--- src/rtl/periph_trigger_routing_regs.svh ---
// Constants for the peripheral trigger routing block
`ifndef PERIPH_TRIGGER_ROUTING_REGS_SVH
`define PERIPH_TRIGGER_ROUTING_REGS_SVH

`define PTR_NUM_CH 8
`define PTR_SYNC_MASTER_A 0
`define PTR_SYNC_MASTER_B 4
`define PTR_CAP_TRIG_SRC_A 6
`define PTR_CAP_TRIG_SRC_B 7
`define PTR_CAP_GROUP_A_LAST 3
`define PTR_CAP_GROUP_B_LAST 5
`define PTR_CAP_PRESENT 8'h8b
`define PTR_SIO0_CLK_SRC 0
`define PTR_SIO1_CLK_SRC 1
`define PTR_ADC_NORMAL_SRC 0
`define PTR_ADC_TOP_SRC 1

`endif

--- src/rtl/periph_trigger_routing_pkg.sv ---
// Types shared by the peripheral trigger routing block
package periph_trigger_routing_pkg;

    // Per-channel events coming from the timer channels
    typedef struct packed {
        logic [7:0] timerOut;
        logic [7:0] compareMatch;
        logic [7:0] firstCapture;
        logic [7:0] secondCapture;
        logic [7:0] runRequest;
    } timer_events_t;

    // Signals delivered to converter and serial channels
    typedef struct packed {
        logic normalStart;
        logic topStart;
        logic [1:0] serialClock;
    } periph_triggers_t;

endpackage : periph_trigger_routing_pkg

--- src/rtl/periph_trigger_routing.sv ---
// Routing of timer events to timer, serial and converter peripherals
//------------------------------------------------------------------
//------------------------------------------------------------------
`timescale 1ns/1ps
`include "periph_trigger_routing_regs.svh"

module periph_trigger_routing
    import periph_trigger_routing_pkg::*;
#(
    parameter int NumCh = `PTR_NUM_CH
) (
    // Clock and reset
    input wire logic clk,
    input wire logic rstn,
    // Timer side
    input wire timer_events_t timerEv,
    input wire logic [NumCh-1:0] timerCapturePin,
    // Routed outputs
    output logic [NumCh-1:0] syncStart,
    output logic [NumCh-1:0] captureTrigger,
    output logic [NumCh-1:0] captureIrq,
    output logic [NumCh-1:0] capturePinLevel,
    output periph_triggers_t periphTrig
);

    //------------------------------------------------------------------
    // Routing functions
    //------------------------------------------------------------------
    // Master of a channel's synchronous-start group
    function automatic int syncMaster(input int ch);
        syncMaster = (ch < `PTR_SYNC_MASTER_B) ? `PTR_SYNC_MASTER_A : `PTR_SYNC_MASTER_B;
    endfunction : syncMaster

    // Source of a channel's capture trigger; -1 when the channel has none
    function automatic int capSource(input int ch);
        if (ch <= `PTR_CAP_GROUP_A_LAST) begin
            capSource = `PTR_CAP_TRIG_SRC_A;
        end else if (ch <= `PTR_CAP_GROUP_B_LAST) begin
            capSource = `PTR_CAP_TRIG_SRC_B;
        end else begin
            capSource = -1;
        end
    endfunction : capSource

    //------------------------------------------------------------------
    // Output edge detection for capture triggers
    //------------------------------------------------------------------
    logic [NumCh-1:0] outPrev_r, outPrev_nxt;
    logic [NumCh-1:0] syncStart_r, syncStart_nxt;
    logic [NumCh-1:0] capTrig_r, capTrig_nxt;
    logic [NumCh-1:0] capIrq_r, capIrq_nxt;
    logic [NumCh-1:0] pinLvl_r, pinLvl_nxt;
    periph_triggers_t trig_r, trig_nxt;
    logic [NumCh-1:0] outRise;

    assign outRise = timerEv.timerOut[NumCh-1:0] & ~outPrev_r;

    //------------------------------------------------------------------
    // Per-channel routing
    //------------------------------------------------------------------
    logic [NumCh-1:0] capPresent;
    assign capPresent = NumCh'(`PTR_CAP_PRESENT);

    genvar g;
    generate
        for (g = 0; g < NumCh; g++) begin : gCh
            // Channels without a source keep a legal index, so no select runs out of range
            localparam int CapSrc = capSource(g);
            localparam int CapIdx = (CapSrc >= 0) ? CapSrc : 0;
            always_comb begin
                // Slaves follow the master's run request one cycle later, starting in the same cycle as the master
                syncStart_nxt[g] = timerEv.runRequest[syncMaster(g)];
                if (CapSrc >= 0) begin
                    capTrig_nxt[g] = outRise[CapIdx];
                end else begin
                    capTrig_nxt[g] = 1'b0;
                end
                // One source for both captures; pin is latched for the handler
                capIrq_nxt[g] = capPresent[g] & (timerEv.firstCapture[g] | timerEv.secondCapture[g]);
                pinLvl_nxt[g] = capPresent[g] & timerCapturePin[g];
            end
        end
    endgenerate

    //------------------------------------------------------------------
    // Converter and serial routing
    //------------------------------------------------------------------
    always_comb begin
        trig_nxt.normalStart = timerEv.compareMatch[`PTR_ADC_NORMAL_SRC];
        trig_nxt.topStart = timerEv.compareMatch[`PTR_ADC_TOP_SRC];
        // Clock is passed as a level; no handshake input exists
        trig_nxt.serialClock = {timerEv.timerOut[`PTR_SIO1_CLK_SRC],
                                timerEv.timerOut[`PTR_SIO0_CLK_SRC]};
        outPrev_nxt = timerEv.timerOut[NumCh-1:0];
    end

    always_ff @(posedge clk or negedge rstn) begin
        if (!rstn) begin
            outPrev_r <= '0;
            syncStart_r <= '0;
            capTrig_r <= '0;
            capIrq_r <= '0;
            pinLvl_r <= '0;
            trig_r <= '0;
        end else begin
            outPrev_r <= outPrev_nxt;
            syncStart_r <= syncStart_nxt;
            capTrig_r <= capTrig_nxt;
            capIrq_r <= capIrq_nxt;
            pinLvl_r <= pinLvl_nxt;
            trig_r <= trig_nxt;
        end
    end

    assign syncStart = syncStart_r;
    assign captureTrigger = capTrig_r;
    assign captureIrq = capIrq_r;
    assign capturePinLevel = pinLvl_r;
    assign periphTrig = trig_r;
endmodule : periph_trigger_routing

--- config.mk ---
export PLATFORM = sky130hd
export DESIGN_NAME = periph_trigger_routing
export DESIGN_NICKNAME = d
export VERILOG_FILES = /design/src/rtl/periph_trigger_routing_pkg.sv /design/src/rtl/periph_trigger_routing.sv
export VERILOG_INCLUDE_DIRS = /design/src /design/src/rtl
export SDC_FILE = /design/constraint.sdc
export NUM_CORES = 1
export LEC_CHECK = 0
export ABC_AREA = 1
export BUFFER_PORTS_ARGS = -buffer_cell sky130_fd_sc_hd__buf_2
export CORE_AREA = 2 2 49 51
export DETAILED_ROUTE_END_ITERATION = 10
export DIE_AREA = 0 0 51 53
export PLACE_DENSITY = 0.77
export SLEW_MARGIN = 20
export SYNTH_ARGS = -nofsm -noshare
export SYNTH_HDL_FRONTEND = slang
export SYNTH_SLANG_ARGS = --single-unit
--- constraint.sdc ---
create_clock -name clk -period 1.1 [get_ports clk]
set_input_delay 0.165 -clock clk [delete_from_list [all_inputs] [get_ports clk]]
set_output_delay 0.165 -clock clk [all_outputs]
set_load 0.02 [all_outputs]
==> reports/results.md <==
| Parameter | This run |
| --- | --- |
| Root Buffer | sky130_fd_sc_hd__clkbuf_4 |
| Remaining Overflow, GRT | 0 |
| Sequential area share after synthesis | 0.658 |
| Initial standard-cell utilization of the core | 0.319 |
| Slowest cell on the critical path | sky130_fd_sc_hd__dfrtp_1 |
| Upper clock frequency limit | 989 MHz |
| Nature of the critical path endpoint | output pin |
| EDFF count, synth | 0 |
| Number of CTS-inserted buffers | 3 |
| Leading cell type by number of instances after synthesis | sky130_fd_sc_hd__buf_4 |
| Post-synthesis register bit count | 18 |
| Insertion delay to the later sink of the worst-skew pair | 270 ps |
| Via-per-instance ratio | 3.56 |
| DRT Wirelength | 1310 um |
| Largest buffer count on any clock path | 2 |
| Number of post-CTS setup repair buffers | 0 |
| Number of warning messages in the yosys log | 0 |
| Synthesis-to-finish area growth | 42.6% |
| Die width | 51 um |
| Min-Delay Path Class | in -> reg |
| Setup-violating endpoint count in the final report | 0 |
| Weighted congestion at the end of routability-driven global placement | 0.590 |
| Depth of the CTS H-tree | 1 |
| Area of the multi-input gates | 65.1 um2 |
| Number of global-route vias before repair | 480 |
| Count of unique library cells instantiated by Yosys | 6 |
| Worst EP required | 940 ps |
| Delay-heaviest family, CP | flip-flops |
| Instance count after placement with tap cells included | 119 |
| Die Footprint | 2700 um2 |
| Number of hold violations in the final report | 0 |
| Post-synthesis instance total | 57 |
| Min Clock Period, post-route | 1010 ps |
| Initial antenna violation count | 0 |
| Crit path kind | reg -> out |
| Yosys top cell area share | 0.658 |
| Standard-cell rows | 17 |
| CTS tree | yes |
| I/O Buffers | 47 |
| Arrival @ worst endpoint | 850 ps |
| Drt first pass iters | 1 |
| Clock edge transition at the registers on the reported setup and hold paths | 90 ps |
| ANT cells | 0 |
| Primary FF master, synth | sky130_fd_sc_hd__dfrtp_1 |
| Largest cells by area after synthesis | sky130_fd_sc_hd__dfrtp_1, sky130_fd_sc_hd__buf_4, sky130_fd_sc_hd__inv_1 |
| Overall Global Routing Usage | 0.103 |
| Pin count of the biggest net entering global routing | 19 |
| Leakage power | 0.559 nW |
| Vertical die dimension | 53 um |
| Clock net sink count | 18 |
| Area taken by flip-flops and latches | 450 um2 |
| Crit path largest cell delay | 400 ps |
| Startpoint type of the worst setup path | flop |
| Detailed-route via count | 481 |
| Avg WL per Cell | 9.67 um |
| Fraction of final layout cells with drive strength greater than 1 | 0.486 |
| Worst voltage drop across the vdd grid | 420 uV |
| Avg Synthesized Cell Area | 12.0 um2 |
| Setup TNS | 0 ps |
| Peak fanout along the critical path | 4 |
| Top cell type by total area after synthesis | sky130_fd_sc_hd__dfrtp_1 |
| Filler cell count | 215 |
| Number of nets in the final layout | 159 |
| Asr flop ratio synth | 1.00 |
| Final HPWL from detailed placement | 928 um |
| Final period utilization | 0.919 |
| Total power divided by cell area | 1270 nW/um2 |
| Hold-fix buffers, CTS | 13 |
| Detail Route Antenna Nets | 0 |
| Count of boundary I/O pins | 86 |
| Synthesized cell area | 684 um2 |
| Max-cap violation count | 0 |
| Standard cell core area | 2150 um2 |
| Run status | complete, no violations |
| Max Slew Vio Count | 0 |
| Setup repair after global routing missed its margin | false |
| Hold WS | 62.5 ps |
| Design Power | 1.24 mW |
| Wire length of the first global-routing pass | 1970 um |
| DRC violation count after routing | 0 |
| Cell Chain, Critical Path | buf_2 |
| Count of cells resized by post-cts repair | 0 |
| Most common library cells after synthesis | sky130_fd_sc_hd__buf_4, sky130_fd_sc_hd__dfrtp_1, sky130_fd_sc_hd__inv_1, sky130_fd_sc_hd__nand2_1, sky130_fd_sc_hd__nor2_2 |
| CP bufs+invs | 1 |
| Post-Route Skew | 0.0500 ps |
| DR iter-0 viols | 0 |
| Final cell count without fillers | 135 |
==> per-stage QoR <==
step,cell area (um2),setup WS [ps],utilization
after global routing,976,33.6,0.454
after floorplan,718,291,-
final,976,89.0,0.454
after global placement,823,403,0.383
after detailed placement,823,393,0.383
after CTS,976,77.8,0.454
==> logic make-up (layout without fill, tap and decap cells) <==
logic type / count (synthesis) / after routing / share of synthesized area
AND/OR/NAND/NOR: 6 / 6 / 0.0402
flip-flops: 18 / 18 / 0.658
other: 1 / 10 / 0.00548
buffers and inverters: 32 / 73 / 0.296
==> worst paths after layout <==
check | from | end | slack (ps) | cells after the start
setup reg to reg | outPrev_r[7] | captureTrigger[4] | 570 | 1
min in group asynchronous | rstn | outPrev_r[7] | 360 | 2
hold / removal | timerEv[8] | captureIrq[0] | 60 | 3
hold reg to reg | outPrev_r[6] | captureTrigger[3] | 410 | 1
setup / recovery | captureTrigger[3] | captureTrigger[1] | 90 | 1
max in group asynchronous | rstn | captureIrq[7] | 480 | 2
==> placed cells by master, fill, tap and decap left out <==
cell | Yosys | routed
sky130_fd_sc_hd__dfrtp_1 | 18 | 18
sky130_fd_sc_hd__conb_1 | 1 | 10
sky130_fd_sc_hd__buf_2 | 0 | 47
sky130_fd_sc_hd__clkbuf_4 | 0 | 3
sky130_fd_sc_hd__inv_1 | 10 | 10
sky130_fd_sc_hd__dlygate4sd3_1 | 0 | 13
sky130_fd_sc_hd__nand2_1 | 4 | 4
sky130_fd_sc_hd__nor2_2 | 2 | 2
==> power breakdown <==
group          switching [mW]  total [mW]  internal (mW)
Combinational           0.147       0.242         0.0944
Sequential             0.0118       0.706          0.694
Clock                   0.167       0.293          0.127
==> area by class of cell <==
| cell class | count | share of cell area |
|---|---|---|
| clock buffer | 3 | 0.0231 |
| inverter | 10 | 0.0385 |
| multi-input combinational | 16 | 0.0667 |
| sequential | 18 | 0.462 |
| tap | 28 | 0.0359 |
| timing repair buffer | 60 | 0.374 |
==> metal layers <==
metal / track usage / vias to the layer above / share of wire
li1: - / 229 / -
met1: 0.0804 / 216 / 0.29
met2: 0.225 / 36 / 0.60
met3: 0.0226 / 0 / 0.11
met4: 0.0541 / 0 / 0
met5: 0 / - / 0
==> state kept, by name, summed over array words and instances, names as in the netlist <==
name	flops
captureIrq	4
syncStart	2
periphTrig	2
capturePinLevel	4
outPrev_r	4
captureTrigger	2
(Power assumes the default switching activity.)
